<file path="src/core/aict_pkg.sv">
package aict_pkg;

  // ----------------------------------------------------------------
  // Register map, byte addresses
  // ----------------------------------------------------------------
  localparam logic [7:0] ADDR_CTRL   = 8'h00;
  localparam logic [7:0] ADDR_TRIG   = 8'h04;
  localparam logic [7:0] ADDR_STATUS = 8'h08;
  localparam logic [7:0] ADDR_COUNT  = 8'h0c;

  // ----------------------------------------------------------------
  // Field positions
  // ----------------------------------------------------------------
  localparam int CTRL_CH_LSB   = 0;
  localparam int CTRL_CLK_LSB  = 8;
  localparam int CTRL_DIV_LSB  = 10;
  localparam int CTRL_TEN_BIT  = 12;
  localparam int CTRL_SPK_BIT  = 13;
  localparam int TRIG_SEL_LSB  = 0;
  localparam int TRIG_DLY_LSB  = 8;

  // ----------------------------------------------------------------
  // Reset values
  // ----------------------------------------------------------------
  localparam logic [4:0] CH_RESET  = 5'h1f;
  localparam logic [1:0] CLK_RESET = 2'h0;
  localparam logic [1:0] DIV_RESET = 2'h0;
  localparam logic [7:0] DLY_RESET = 8'h00;

  // ----------------------------------------------------------------
  // Channel codes
  // ----------------------------------------------------------------
  localparam logic [4:0] CH_PIN_LAST  = 5'h0b;
  localparam logic [4:0] CH_PIN10     = 5'h0a;
  localparam logic [4:0] CH_GND_FIRST = 5'h0c;
  localparam logic [4:0] CH_GND_LAST  = 5'h12;
  localparam logic [4:0] CH_TEMP      = 5'h16;
  localparam logic [4:0] CH_BANDGAP   = 5'h17;
  localparam logic [4:0] CH_HIGH_RAIL = 5'h1d;
  localparam logic [4:0] CH_LOW_RAIL  = 5'h1e;
  localparam logic [4:0] CH_DISABLE   = 5'h1f;

  typedef enum logic [2:0] {
    AICT_IN_PIN, AICT_IN_GND, AICT_IN_RSVD, AICT_IN_TEMP,
    AICT_IN_BG, AICT_IN_VRH, AICT_IN_VRL, AICT_IN_NONE
  } aict_input_t;

  typedef enum logic [1:0] {
    AICT_CLK_BUS, AICT_CLK_BUS_HALF, AICT_CLK_LOCAL, AICT_CLK_ALT
  } aict_clk_src_t;

  typedef enum logic [1:0] {
    AICT_TRG_MOD_TIMER, AICT_TRG_RTC, AICT_TRG_PWM_MATCH, AICT_TRG_PWM_INIT
  } aict_trig_src_t;

  typedef enum logic [1:0] {
    AICT_MODE_RUN, AICT_MODE_WAIT, AICT_MODE_DEEP_STOP
  } aict_power_t;

  typedef struct packed {
    logic        en;
    aict_input_t kind;
    logic [3:0]  pin;
  } aict_route_t;

endpackage : aict_pkg

</file>
<file path="src/core/aict_trig_delay.sv">
`timescale 1ns/1ps
`default_nettype none

// Counts down a programmed number of bus cycles after a source pulse, then
// emits one pulse. A new source pulse while counting restarts the delay.
module aict_trig_delay (
  input  wire logic       i_sys_clk,
  input  wire logic       i_reset,
  input  wire logic       i_ce,
  input  wire logic       i_pulse,
  input  wire logic [7:0] i_delay,
  output logic            o_pulse
);

  typedef struct packed {
    logic       busy;
    logic [7:0] cnt;
    logic       out;
  } aict_dly_state_t;

  aict_dly_state_t st_q;
  aict_dly_state_t st_d;

  always_comb begin
    st_d     = st_q;
    st_d.out = 1'b0;
    if (i_pulse) begin
      if (i_delay == 8'h00) begin
        st_d.out  = 1'b1;
        st_d.busy = 1'b0;
      end else begin
        st_d.busy = 1'b1;
        st_d.cnt  = i_delay;
      end
    end else if (st_q.busy) begin
      if (st_q.cnt == 8'h01) begin
        st_d.busy = 1'b0;
        st_d.out  = 1'b1;
      end
      st_d.cnt = st_q.cnt - 8'h01;
    end
  end

  always_ff @(posedge i_sys_clk) begin
    if (i_reset) begin
      st_q <= '0;
    end else if (i_ce) begin
      st_q <= st_d;
    end
  end

  assign o_pulse = st_q.out;

endmodule : aict_trig_delay
`default_nettype wire

</file>
<file path="src/core/aict_top.sv">
// Added by the designer: the register addresses and the AXI4-Lite interface to the registers.
`timescale 1ns/1ps
`default_nettype none

// Operation
// - Codes 0 to 11 route the twelve pins in order, 10 and 11 go to ground on the small package, 12 to 18 ground.
// - Reserved codes still start conversions, flagged as reserved with undefined result.
// - Codes 22, 23, 29 and 30 pick temperature, bandgap, high and low reference rail.
// - Code 31 disables the converter: no input and no conversion.
// - The conversion clock source is bus, bus halved, local async, or the oscillator output.
// - The chosen source is divided by the divide-select field to form the conversion clock.
// - The alternate clock stays usable in wait mode.
// - In deep stop the alternate clock is not a usable conversion clock.
// - Triggers are modulo timer, RTC, and the two pwm timer triggers each after an 8-bit delay.
// - All four triggers work in run and wait modes.
// - In deep stop only the RTC overflow may trigger.
module aict_top (
  input  wire logic                 i_sys_clk,
  input  wire logic                 i_reset,
  input  wire logic                 i_ce,
  input  wire logic                 i_small_package,
  input  wire logic [1:0]           i_power_mode,
  input  wire logic                 i_local_async_conv_clock,
  input  wire logic                 i_external_osc_output,
  input  wire logic                 i_modulo_timer_zero_ovf,
  input  wire logic                 i_rtc_ovf,
  input  wire logic                 i_pwm_timer_two_match,
  input  wire logic                 i_pwm_timer_two_init,
  input  wire logic [7:0]           s_axi_awaddr,
  input  wire logic                 s_axi_awvalid,
  output logic                      s_axi_awready,
  input  wire logic [31:0]          s_axi_wdata,
  input  wire logic [3:0]           s_axi_wstrb,
  input  wire logic                 s_axi_wvalid,
  output logic                      s_axi_wready,
  output logic [1:0]                s_axi_bresp,
  output logic                      s_axi_bvalid,
  input  wire logic                 s_axi_bready,
  input  wire logic [7:0]           s_axi_araddr,
  input  wire logic                 s_axi_arvalid,
  output logic                      s_axi_arready,
  output logic [31:0]               s_axi_rdata,
  output logic [1:0]                s_axi_rresp,
  output logic                      s_axi_rvalid,
  input  wire logic                 s_axi_rready,
  output aict_pkg::aict_route_t     o_route,
  output logic                      o_conversion_clock,
  output logic                      o_conv_start,
  output logic                      o_result_undefined
);

  // ----------------------------------------------------------------
  // State
  // ----------------------------------------------------------------
  typedef struct packed {
    logic [4:0]  channel_select;
    logic [1:0]  clk_src;
    logic [1:0]  clock_divide_select;
    logic        trig_en;
    logic        sw_start;
    logic [1:0]  trig_sel;
    logic [7:0]  dly_match;
    logic [7:0]  dly_init;
    logic        aw_seen;
    logic        w_seen;
    logic [7:0]  awaddr;
    logic [31:0] wdata;
    logic [3:0]  wstrb;
    logic        bvalid;
    logic        rvalid;
    logic [31:0] rdata;
    logic [1:0]  rresp;
    logic [1:0]  bresp;
    logic [2:0]  sync_local;
    logic [2:0]  sync_alt;
    logic        half;
    logic [6:0]  div_cnt;
    logic        conv_clk;
    logic        conv_clk_prev;
    logic        pend;
    logic        start;
    logic        undef;
    aict_pkg::aict_route_t route;
    logic [15:0] started;
  } aict_state_t;

  aict_state_t st_q;
  aict_state_t st_d;

  logic       pulse_match;
  logic       pulse_init;
  logic [1:0] sync_mode_q;
  logic [1:0] sync_mode_qq;
  logic [3:0] trig_in_q;
  logic [3:0] trig_in_qq;
  logic [3:0] trig_in_prev;
  logic       small_pkg_q;
  logic       small_pkg_qq;

  // ----------------------------------------------------------------
  // Pin inputs: two flops each before use
  // ----------------------------------------------------------------
  always_ff @(posedge i_sys_clk) begin
    if (i_reset) begin
      sync_mode_q  <= 2'h0;
      sync_mode_qq <= 2'h0;
      trig_in_q    <= 4'h0;
      trig_in_qq   <= 4'h0;
      trig_in_prev <= 4'h0;
      small_pkg_q  <= 1'b0;
      small_pkg_qq <= 1'b0;
    end else if (i_ce) begin
      sync_mode_q  <= i_power_mode;
      sync_mode_qq <= sync_mode_q;
      trig_in_q    <= {i_pwm_timer_two_init, i_pwm_timer_two_match, i_rtc_ovf,
                       i_modulo_timer_zero_ovf};
      trig_in_qq   <= trig_in_q;
      trig_in_prev <= trig_in_qq;
      small_pkg_q  <= i_small_package;
      small_pkg_qq <= small_pkg_q;
    end
  end

  logic [3:0] trig_rise;
  logic       deep_stop;
  logic       chan_on;
  assign trig_rise = trig_in_qq & ~trig_in_prev;
  // Gating on the stored code, not on the route register, keeps a disable
  // from letting one last start slip through while the route catches up.
  assign chan_on   = (st_q.channel_select != aict_pkg::CH_DISABLE);
  assign deep_stop = (sync_mode_qq == 2'(aict_pkg::AICT_MODE_DEEP_STOP));

  aict_trig_delay u_dly_match (
    .i_sys_clk (i_sys_clk),
    .i_reset   (i_reset),
    .i_ce      (i_ce),
    .i_pulse   (trig_rise[2]),
    .i_delay   (st_q.dly_match),
    .o_pulse   (pulse_match)
  );

  aict_trig_delay u_dly_init (
    .i_sys_clk (i_sys_clk),
    .i_reset   (i_reset),
    .i_ce      (i_ce),
    .i_pulse   (trig_rise[3]),
    .i_delay   (st_q.dly_init),
    .o_pulse   (pulse_init)
  );

  // ----------------------------------------------------------------
  // Next state
  // ----------------------------------------------------------------
  logic        src_tick;
  logic        trig_hit;
  logic        do_write;
  logic [31:0] wmask;
  logic [31:0] ctrl_word;
  logic [31:0] trig_word;
  logic [6:0]  div_top;

  always_comb begin
    st_d = st_q;
    src_tick = 1'b0;
    trig_hit = 1'b0;
    wmask = '0;
    ctrl_word = '0;
    trig_word = '0;
    div_top = 7'h00;

    // Channel decode.
    st_d.route.en   = 1'b1;
    st_d.route.pin  = 4'h0;
    st_d.route.kind = aict_pkg::AICT_IN_RSVD;
    if (st_q.channel_select <= aict_pkg::CH_PIN_LAST) begin
      st_d.route.kind = aict_pkg::AICT_IN_PIN;
      st_d.route.pin  = st_q.channel_select[3:0];
      if (small_pkg_qq && st_q.channel_select >= aict_pkg::CH_PIN10) begin
        st_d.route.kind = aict_pkg::AICT_IN_GND;
      end
    end else if (st_q.channel_select <= aict_pkg::CH_GND_LAST) begin
      st_d.route.kind = aict_pkg::AICT_IN_GND;
    end else begin
      case (st_q.channel_select)
        aict_pkg::CH_TEMP:    st_d.route.kind = aict_pkg::AICT_IN_TEMP;
        aict_pkg::CH_BANDGAP: st_d.route.kind = aict_pkg::AICT_IN_BG;
        aict_pkg::CH_HIGH_RAIL: st_d.route.kind = aict_pkg::AICT_IN_VRH;
        aict_pkg::CH_LOW_RAIL:  st_d.route.kind = aict_pkg::AICT_IN_VRL;
        aict_pkg::CH_DISABLE: begin
          st_d.route.kind = aict_pkg::AICT_IN_NONE;
          st_d.route.en   = 1'b0;
        end
        default: st_d.route.kind = aict_pkg::AICT_IN_RSVD;
      endcase
    end

    // Clock source and divider. Sources are edge-sampled on the bus clock,
    // so the conversion clock runs at no more than half the bus rate.
    st_d.sync_local = {st_q.sync_local[1:0], i_local_async_conv_clock};
    st_d.sync_alt   = {st_q.sync_alt[1:0], i_external_osc_output};
    st_d.half       = ~st_q.half;
    case (aict_pkg::aict_clk_src_t'(st_q.clk_src))
      aict_pkg::AICT_CLK_BUS:      src_tick = 1'b1;
      aict_pkg::AICT_CLK_BUS_HALF: src_tick = st_q.half;
      aict_pkg::AICT_CLK_LOCAL:    src_tick = st_q.sync_local[1] & ~st_q.sync_local[2];
      aict_pkg::AICT_CLK_ALT:      src_tick = st_q.sync_alt[1] & ~st_q.sync_alt[2]
                                              & ~deep_stop;
      default:                     src_tick = 1'b0;
    endcase
    case (st_q.clock_divide_select)
      2'h0:    div_top = 7'h00;
      2'h1:    div_top = 7'h01;
      2'h2:    div_top = 7'h03;
      default: div_top = 7'h07;
    endcase
    if (src_tick && st_q.route.en) begin
      if (st_q.div_cnt >= div_top) begin
        st_d.div_cnt  = 7'h00;
        st_d.conv_clk = ~st_q.conv_clk;
      end else begin
        st_d.div_cnt = st_q.div_cnt + 7'h01;
      end
    end
    st_d.conv_clk_prev = st_q.conv_clk;

    // Trigger selection.
    if (st_q.trig_en) begin
      case (aict_pkg::aict_trig_src_t'(st_q.trig_sel))
        aict_pkg::AICT_TRG_MOD_TIMER: trig_hit = trig_rise[0] & ~deep_stop;
        aict_pkg::AICT_TRG_RTC:       trig_hit = trig_rise[1];
        aict_pkg::AICT_TRG_PWM_MATCH: trig_hit = pulse_match & ~deep_stop;
        aict_pkg::AICT_TRG_PWM_INIT:  trig_hit = pulse_init & ~deep_stop;
        default:                      trig_hit = 1'b0;
      endcase
    end
    st_d.start = 1'b0;
    if ((trig_hit || st_q.sw_start) && chan_on) begin
      st_d.pend = 1'b1;
    end
    st_d.sw_start = 1'b0;
    if (st_q.pend && chan_on && st_q.conv_clk && !st_q.conv_clk_prev) begin
      st_d.start   = 1'b1;
      st_d.pend    = trig_hit || st_q.sw_start;
      st_d.undef   = (st_q.route.kind == aict_pkg::AICT_IN_RSVD);
      st_d.started = st_q.started + 16'h0001;
    end
    if (!chan_on) begin
      st_d.pend = 1'b0;
    end

    // AXI4-Lite write.
    if (s_axi_awvalid && !st_q.aw_seen) begin
      st_d.aw_seen = 1'b1;
      st_d.awaddr  = s_axi_awaddr;
    end
    if (s_axi_wvalid && !st_q.w_seen) begin
      st_d.w_seen = 1'b1;
      st_d.wdata  = s_axi_wdata;
      st_d.wstrb  = s_axi_wstrb;
    end
    do_write = st_q.aw_seen && st_q.w_seen && !st_q.bvalid;
    for (int b = 0; b < 4; b++) begin
      wmask[b*8 +: 8] = {8{st_q.wstrb[b]}};
    end
    ctrl_word = {18'h0, 1'b0, st_q.trig_en, st_q.clock_divide_select, st_q.clk_src,
                 3'h0, st_q.channel_select};
    trig_word = {8'h0, st_q.dly_init, st_q.dly_match, 6'h0, st_q.trig_sel};
    if (do_write) begin
      st_d.aw_seen = 1'b0;
      st_d.w_seen  = 1'b0;
      st_d.bvalid  = 1'b1;
      st_d.bresp   = 2'h0;
      case (st_q.awaddr)
        aict_pkg::ADDR_CTRL: begin
          ctrl_word = (ctrl_word & ~wmask) | (st_q.wdata & wmask);
          st_d.channel_select      = ctrl_word[aict_pkg::CTRL_CH_LSB +: 5];
          st_d.clk_src             = ctrl_word[aict_pkg::CTRL_CLK_LSB +: 2];
          st_d.clock_divide_select = ctrl_word[aict_pkg::CTRL_DIV_LSB +: 2];
          st_d.trig_en             = ctrl_word[aict_pkg::CTRL_TEN_BIT];
          st_d.sw_start            = ctrl_word[aict_pkg::CTRL_SPK_BIT];
        end
        aict_pkg::ADDR_TRIG: begin
          trig_word = (trig_word & ~wmask) | (st_q.wdata & wmask);
          st_d.trig_sel  = trig_word[aict_pkg::TRIG_SEL_LSB +: 2];
          st_d.dly_match = trig_word[aict_pkg::TRIG_DLY_LSB +: 8];
          st_d.dly_init  = trig_word[aict_pkg::TRIG_DLY_LSB + 8 +: 8];
        end
        aict_pkg::ADDR_STATUS, aict_pkg::ADDR_COUNT: st_d.bresp = 2'h0;
        default: st_d.bresp = 2'h2;
      endcase
    end
    if (st_q.bvalid && s_axi_bready) begin
      st_d.bvalid = 1'b0;
    end

    // AXI4-Lite read.
    if (s_axi_arvalid && !st_q.rvalid) begin
      st_d.rvalid = 1'b1;
      st_d.rresp  = 2'h0;
      case (s_axi_araddr)
        aict_pkg::ADDR_CTRL:   st_d.rdata = ctrl_word;
        aict_pkg::ADDR_TRIG:   st_d.rdata = trig_word;
        aict_pkg::ADDR_STATUS: st_d.rdata = {24'h0, st_q.undef, st_q.pend, deep_stop,
                                             st_q.route.en, 1'b0, 3'(st_q.route.kind)};
        aict_pkg::ADDR_COUNT:  st_d.rdata = {16'h0, st_q.started};
        default: begin
          st_d.rdata = 32'h0;
          st_d.rresp = 2'h2;
        end
      endcase
    end else if (st_q.rvalid && s_axi_rready) begin
      st_d.rvalid = 1'b0;
    end
  end

  always_ff @(posedge i_sys_clk) begin
    if (i_reset) begin
      st_q                     <= '0;
      st_q.channel_select      <= aict_pkg::CH_RESET;
      st_q.clk_src             <= aict_pkg::CLK_RESET;
      st_q.clock_divide_select <= aict_pkg::DIV_RESET;
      st_q.dly_match           <= aict_pkg::DLY_RESET;
      st_q.dly_init            <= aict_pkg::DLY_RESET;
      st_q.route.kind          <= aict_pkg::AICT_IN_NONE;
    end else if (i_ce) begin
      st_q <= st_d;
    end
  end

  // ----------------------------------------------------------------
  // Outputs
  // ----------------------------------------------------------------
  assign s_axi_awready      = !st_q.aw_seen;
  assign s_axi_wready       = !st_q.w_seen;
  assign s_axi_bvalid       = st_q.bvalid;
  assign s_axi_bresp        = st_q.bresp;
  assign s_axi_arready      = !st_q.rvalid;
  assign s_axi_rvalid       = st_q.rvalid;
  assign s_axi_rdata        = st_q.rdata;
  assign s_axi_rresp        = st_q.rresp;
  assign o_route            = st_q.route;
  assign o_conversion_clock = st_q.conv_clk;
  assign o_conv_start       = st_q.start;
  assign o_result_undefined = st_q.undef;

  // ----------------------------------------------------------------
  // Assertions
  // ----------------------------------------------------------------
  a_disable_no_start: assert property (
    @(posedge i_sys_clk) disable iff (i_reset)
    !st_q.route.en |-> !st_q.start && !st_q.pend)
    else $error("Conversion started while module disabled.");
  a_disable_code: assert property (
    @(posedge i_sys_clk) disable iff (i_reset)
    i_ce && $past(i_ce) && $past(st_q.channel_select) == aict_pkg::CH_DISABLE
    |-> !st_q.route.en)
    else $error("Disable code did not disable the route.");
  a_temp_route: assert property (
    @(posedge i_sys_clk) disable iff (i_reset)
    i_ce && st_q.channel_select == aict_pkg::CH_TEMP
    |=> !i_ce || st_q.route.kind == aict_pkg::AICT_IN_TEMP || $changed(st_q.channel_select))
    else $error("Temperature code routed wrongly.");
  a_pin_route: assert property (
    @(posedge i_sys_clk) disable iff (i_reset)
    i_ce && !i_small_package && st_q.channel_select <= aict_pkg::CH_PIN_LAST
    && $stable(st_q.channel_select) && $past(i_ce)
    |-> st_q.route.pin == st_q.channel_select[3:0] || st_q.route.kind != aict_pkg::AICT_IN_PIN)
    else $error("Pin code routed to the wrong pin.");
  a_gnd_route: assert property (
    @(posedge i_sys_clk) disable iff (i_reset)
    i_ce && st_q.channel_select >= aict_pkg::CH_GND_FIRST
    && st_q.channel_select <= aict_pkg::CH_GND_LAST ##1 i_ce && $stable(st_q.channel_select)
    |-> st_q.route.kind == aict_pkg::AICT_IN_GND)
    else $error("Ground code not routed to ground.");
  a_start_on_edge: assert property (
    @(posedge i_sys_clk) disable iff (i_reset)
    st_q.start |-> $past(st_q.pend) && st_q.conv_clk_prev)
    else $error("Start not aligned to conversion clock.");
  a_start_single: assert property (
    @(posedge i_sys_clk) disable iff (i_reset)
    i_ce && st_q.start |=> !i_ce || !st_q.start)
    else $error("Start lasted more than one cycle.");
  a_deep_stop_alt: assert property (
    @(posedge i_sys_clk) disable iff (i_reset)
    deep_stop && st_q.clk_src == 2'(aict_pkg::AICT_CLK_ALT) |-> !src_tick)
    else $error("Alternate clock ticked in deep stop.");
  a_deep_stop_trig: assert property (
    @(posedge i_sys_clk) disable iff (i_reset)
    deep_stop && trig_hit |-> st_q.trig_sel == 2'(aict_pkg::AICT_TRG_RTC))
    else $error("Non-RTC trigger accepted in deep stop.");
  a_reserved_flag: assert property (
    @(posedge i_sys_clk) disable iff (i_reset)
    i_ce && st_q.pend && chan_on && st_q.conv_clk && !st_q.conv_clk_prev
    |=> st_q.undef == ($past(st_q.route.kind) == aict_pkg::AICT_IN_RSVD))
    else $error("Reserved flag wrong after start.");

endmodule : aict_top
`default_nettype wire

</file>
<file path="config.mk">
export PLATFORM = sky130hd
export DESIGN_NAME = aict_top
export DESIGN_NICKNAME = d
export VERILOG_FILES = /design/src/core/aict_pkg.sv /design/src/core/aict_trig_delay.sv /design/src/core/aict_top.sv
export SDC_FILE = /design/constraint.sdc
export NUM_CORES = 1
export LEC_CHECK = 0
export BUFFER_PORTS_ARGS = -buffer_cell sky130_fd_sc_hd__clkbuf_2
export CAP_MARGIN = 20
export CORE_UTILIZATION = 40
export DETAILED_ROUTE_END_ITERATION = 10
export PLACE_DENSITY = 0.61
export SLEW_MARGIN = 20
export SYNTH_ARGS = -nofsm -noshare
export SYNTH_HDL_FRONTEND = slang
export SYNTH_SLANG_ARGS = --single-unit
</file>
<file path="constraint.sdc">
create_clock -name i_sys_clk -period 3.65 [get_ports i_sys_clk]
set_input_delay 0 -clock i_sys_clk [delete_from_list [all_inputs] [get_ports i_sys_clk]]
set_output_delay 0 -clock i_sys_clk [all_outputs]
set_load 0.01 [all_outputs]
</file>
==> metrics.md <==
| Metric | Value |
|---|---|
| Area of the die | `22600 um^2` |
| Final slew viol count | `0` |
| Placed Cells | `1301` |
| Total Power | `4.386 mW` |
| DR WL/cell | `16.11 um` |
| Setup Fix Bufs, Post-CTS | `0` |
| Reg2reg end | `st_q[142]` |
| Clk_lat worst skew | `0.44 ns` |
| Initial core utilization | `41.34%` |
| WP data required | `3.94 ns` |
| H-tree levels | `4` |
| GR Layer Usage met3 | `3.030%` |
| Hpwl dp | `15.42 mm` |
| Sw Share | `26.65%` |
| DRC Markers | `0` |
| Largest net degree at the start of global routing | `97` |
| Clk_skew | `0.01281 ns` |
| Post-synth top flop | `dfxtp_1` |
| Area of the mapped netlist | `8800 um^2` |
| Sequential area share after synthesis | `43.68%` |
| Critical path class | `flop to flop` |
| Global-route wire length before repair | `35.79 mm` |
| Commonest non-fill, non-tap cell in the layout | `dfxtp_1` |
| Vias | `7461` |
| Worst hold-check path type | `input pin to flop` |
| TritonCTS clock tree | `yes` |
| Leak | `4.275 nW` |
| Synth async-reset ratio | `0%` |
| Most frequent cells in the layout | `192 x dfxtp_1, 131 x nand2_1, 117 x clkbuf_2, 103 x nor2_1, 77 x a21oi_1` |
| Worst Setup Start Kind | `flop` |
| Initial antenna violation count | `0` |
| Layout area overhead | `19.32%` |
| # rows | `53` |
| Max Clk Rate | `451.0 MHz` |
| Worst path slowest cell | `or3_1` |
| Nets | `1187` |
| Final count of hold timing violations | `0` |
| Final setup fails | `0` |
| Gr usage total | `20.41%` |
| Chip Height | `150.3 um` |
| Final period utilization | `60.75%` |
| Met2 Use GR | `32.07%` |
| Crit path cell chain | `nor4_4, nand3_4, or3_1, mux2i_1, nor2_1` |
| Post-synth EDFFs | `0` |
| Die X | `150.3 um` |
| Pwr/cell area | `417.7 nW/um^2` |
| Final wirelength | `22.51 mm` |
| Post-route ant nets | `0` |
| Bufs on Longest Clock Path | `2` |
| Hold Path Sink | `o_route[6]` |
| Initial drt markers | `499` |
| Post-route insts no fill | `1397` |
| CP peak stage delay | `0.65 ns` |
| Yosys reg bits | `192` |
| Worst VDD drop | `279.0 uV` |
| Most used routing layer | `met2` |
| TritonCTS buffer count | `17` |
| Status | `finished, final reports clean` |
| Min cycle time layout | `2.217 ns` |
| CP Data Arrival Time | `2.50 ns` |
| Gpl congestion | `0.8937` |
| Max-Cap Viols | `0` |
| Worst-path maximum fanout | `9` |
| Total congestion overflow | `0` |
| Synth top area share | `43.68%` |
| Synth area leaders | `dfxtp_1 44%, mux2i_1 8.6%, nand2_1 5.6%, nor2_1 4.4%, a21oi_1 4.4%` |
| CP endpoint kind | `flop` |
| Clock Sink Count | `192` |
| Diodes inserted | `0` |
| # IOs | `121` |
| Buf/Inv on CP | `0` |
| NetSw | `1.169 mW` |
| Int Power | `3.217 mW` |
| Setup TNS | `0 ns` |
| Critical path's top delay family | `simple AND/OR/NAND/NOR gates` |
| Via density | `5.341` |
| Sequential power share | `49.8%` |
| Reg2Reg Launch Point | `st_q[124]` |
| Initial DRT Pass Iterations | `5` |
| Tightest Pin Transition | `1.022 ns` |
| Core ar. | `21290 um^2` |
| Netlist cell types | `73` |
| Clk pwr share | `42.4%` |
| Layout cells sized above 1 | `16.49%` |
| Combinational power share | `7.8%` |
| Register-to-Register Path Depth | `5` |
| Mapped Cells | `998` |
| Synth Warn # | `0` |
| Reg2reg setup slack | `1.43 ns` |
| Worst hold path depth | `3` |
| Min-delay src | `i_ce` |
| Clock root buffer | `clkbuf_16` |
| PortBufs | `118` |
| Clock slew at reported path FFs | `0.08 ns` |
| Met1 Use GR | `28.30%` |
| Finished Core Util | `49.33%` |
| Mean area per synthesized cell | `8.817 um^2` |
| Largest area contributor in the netlist | `dfxtp_1` |
| Max_slew headroom | `31.89%` |
| Vias in the first global route | `6691` |
| RSZ-0062 raised after global routing | `false` |
[sequential cells by signal, indices dropped and copies added, names as in the netlist, 4 cells and up]
register          count
st_q                103
s_axi_rdata          32
u_dly_init.st_q       9
u_dly_match.st_q      9
o_route               8
st_d                  4
trig_in_prev          4
trig_in_q             4
trig_in_qq            4
[Yosys cell counts (4+ instances only)]
master	count
nor2b_1	9
a22o_1	14
a31oi_1	7
a32oi_1	4
nand4_1	12
nor4_1	11
buf_4	44
clkbuf_1	49
nor2_1	104
dfxtp_1	192
nand3_1	27
a22oi_1	9
buf_1	5
xnor2_1	10
o21ai_0	27
xor2_1	9
nor3_1	21
a21oi_1	77
nand2b_1	5
nand2_1	131
a32o_1	4
o21a_1	4
a21o_1	4
inv_1	18
o31ai_1	4
nor3b_1	6
ha_1	9
a211oi_1	10
mux2i_1	76
a221o_1	11
and3_1	14
[through the flow]
| stage | hold WS (ns) | cell area [um^2] | worst slack (ns) |
|---|---|---|---|
| floorplan | 0.1360 | 8803 | 1.678 |
| global placement | 0.2255 | 9265 | 1.514 |
| detailed placement | 0.2301 | 9265 | 1.463 |
| CTS | 0.04710 | 10500 | 1.434 |
| global route | 0.07697 | 10500 | 1.290 |
| finish | 0.05261 | 10500 | 1.433 |
[repair_timing]
action                    CTS  global route
hold endpoints to repair   57             0
resized for setup           0             0
hold buffers               64             0
[area by class of cell]
class                   count  area, um^2
clock buffers              17       425.4
clock inverters            15       168.9
fillers                  2032       10790
inverters                  18       67.56
multi-input cells         690        4357
flip-flops and latches    192        3844
well taps                 275       344.1
repair buffers            190        1294
[layer usage]
metal	routed length, um	vias to the layer above	share of wire [%]
met3	937	29	4.2
li1	-	3735	-
met2	10090	193	45
met5	0	-	0
met4	498	0	2.2
met1	10980	3504	49
[worst min-delay path, stage by stage]
cell and delay, ns:
clkbuf_2 0.24, nand4_1 0.14, nand2_1 0.05
[cells by family after synthesis]
group,share of synthesized area (%)
muxes,9.029
and+or+nand+nor,21.84
buffers and inverters,6.882
AOI/OAI and AO/OA,15.24
xor gates and xnor gates,1.891
DFF,43.68
other,0.04262
adders and majority gates,1.393
[worst max-delay path by stage]
| stage | cells after the start | from | to |
|---|---|---|---|
| global placement | 5 | st_q[124] | st_q[142] |
| finish | 5 | st_q[124] | st_q[142] |
| CTS | 5 | st_q[124] | st_q[142] |
| global route | 5 | st_q[153] | st_q[6] |
| floorplan | 8 | st_q[148] | st_q[35] |
| detailed placement | 5 | st_q[124] | st_q[142] |
[power groups by stage]
stage / clock network [mW] / registers [mW] / logic, mW
CTS: 1.90 / 2.18 / 0.344
finish: 1.86 / 2.18 / 0.344
floorplan: 0 / 2.21 / 0.205
detailed placement: 0 / 2.23 / 0.290
global route: 1.98 / 2.19 / 0.379
global placement: 0 / 2.23 / 0.288
Power figures use the tool's default switching activity.
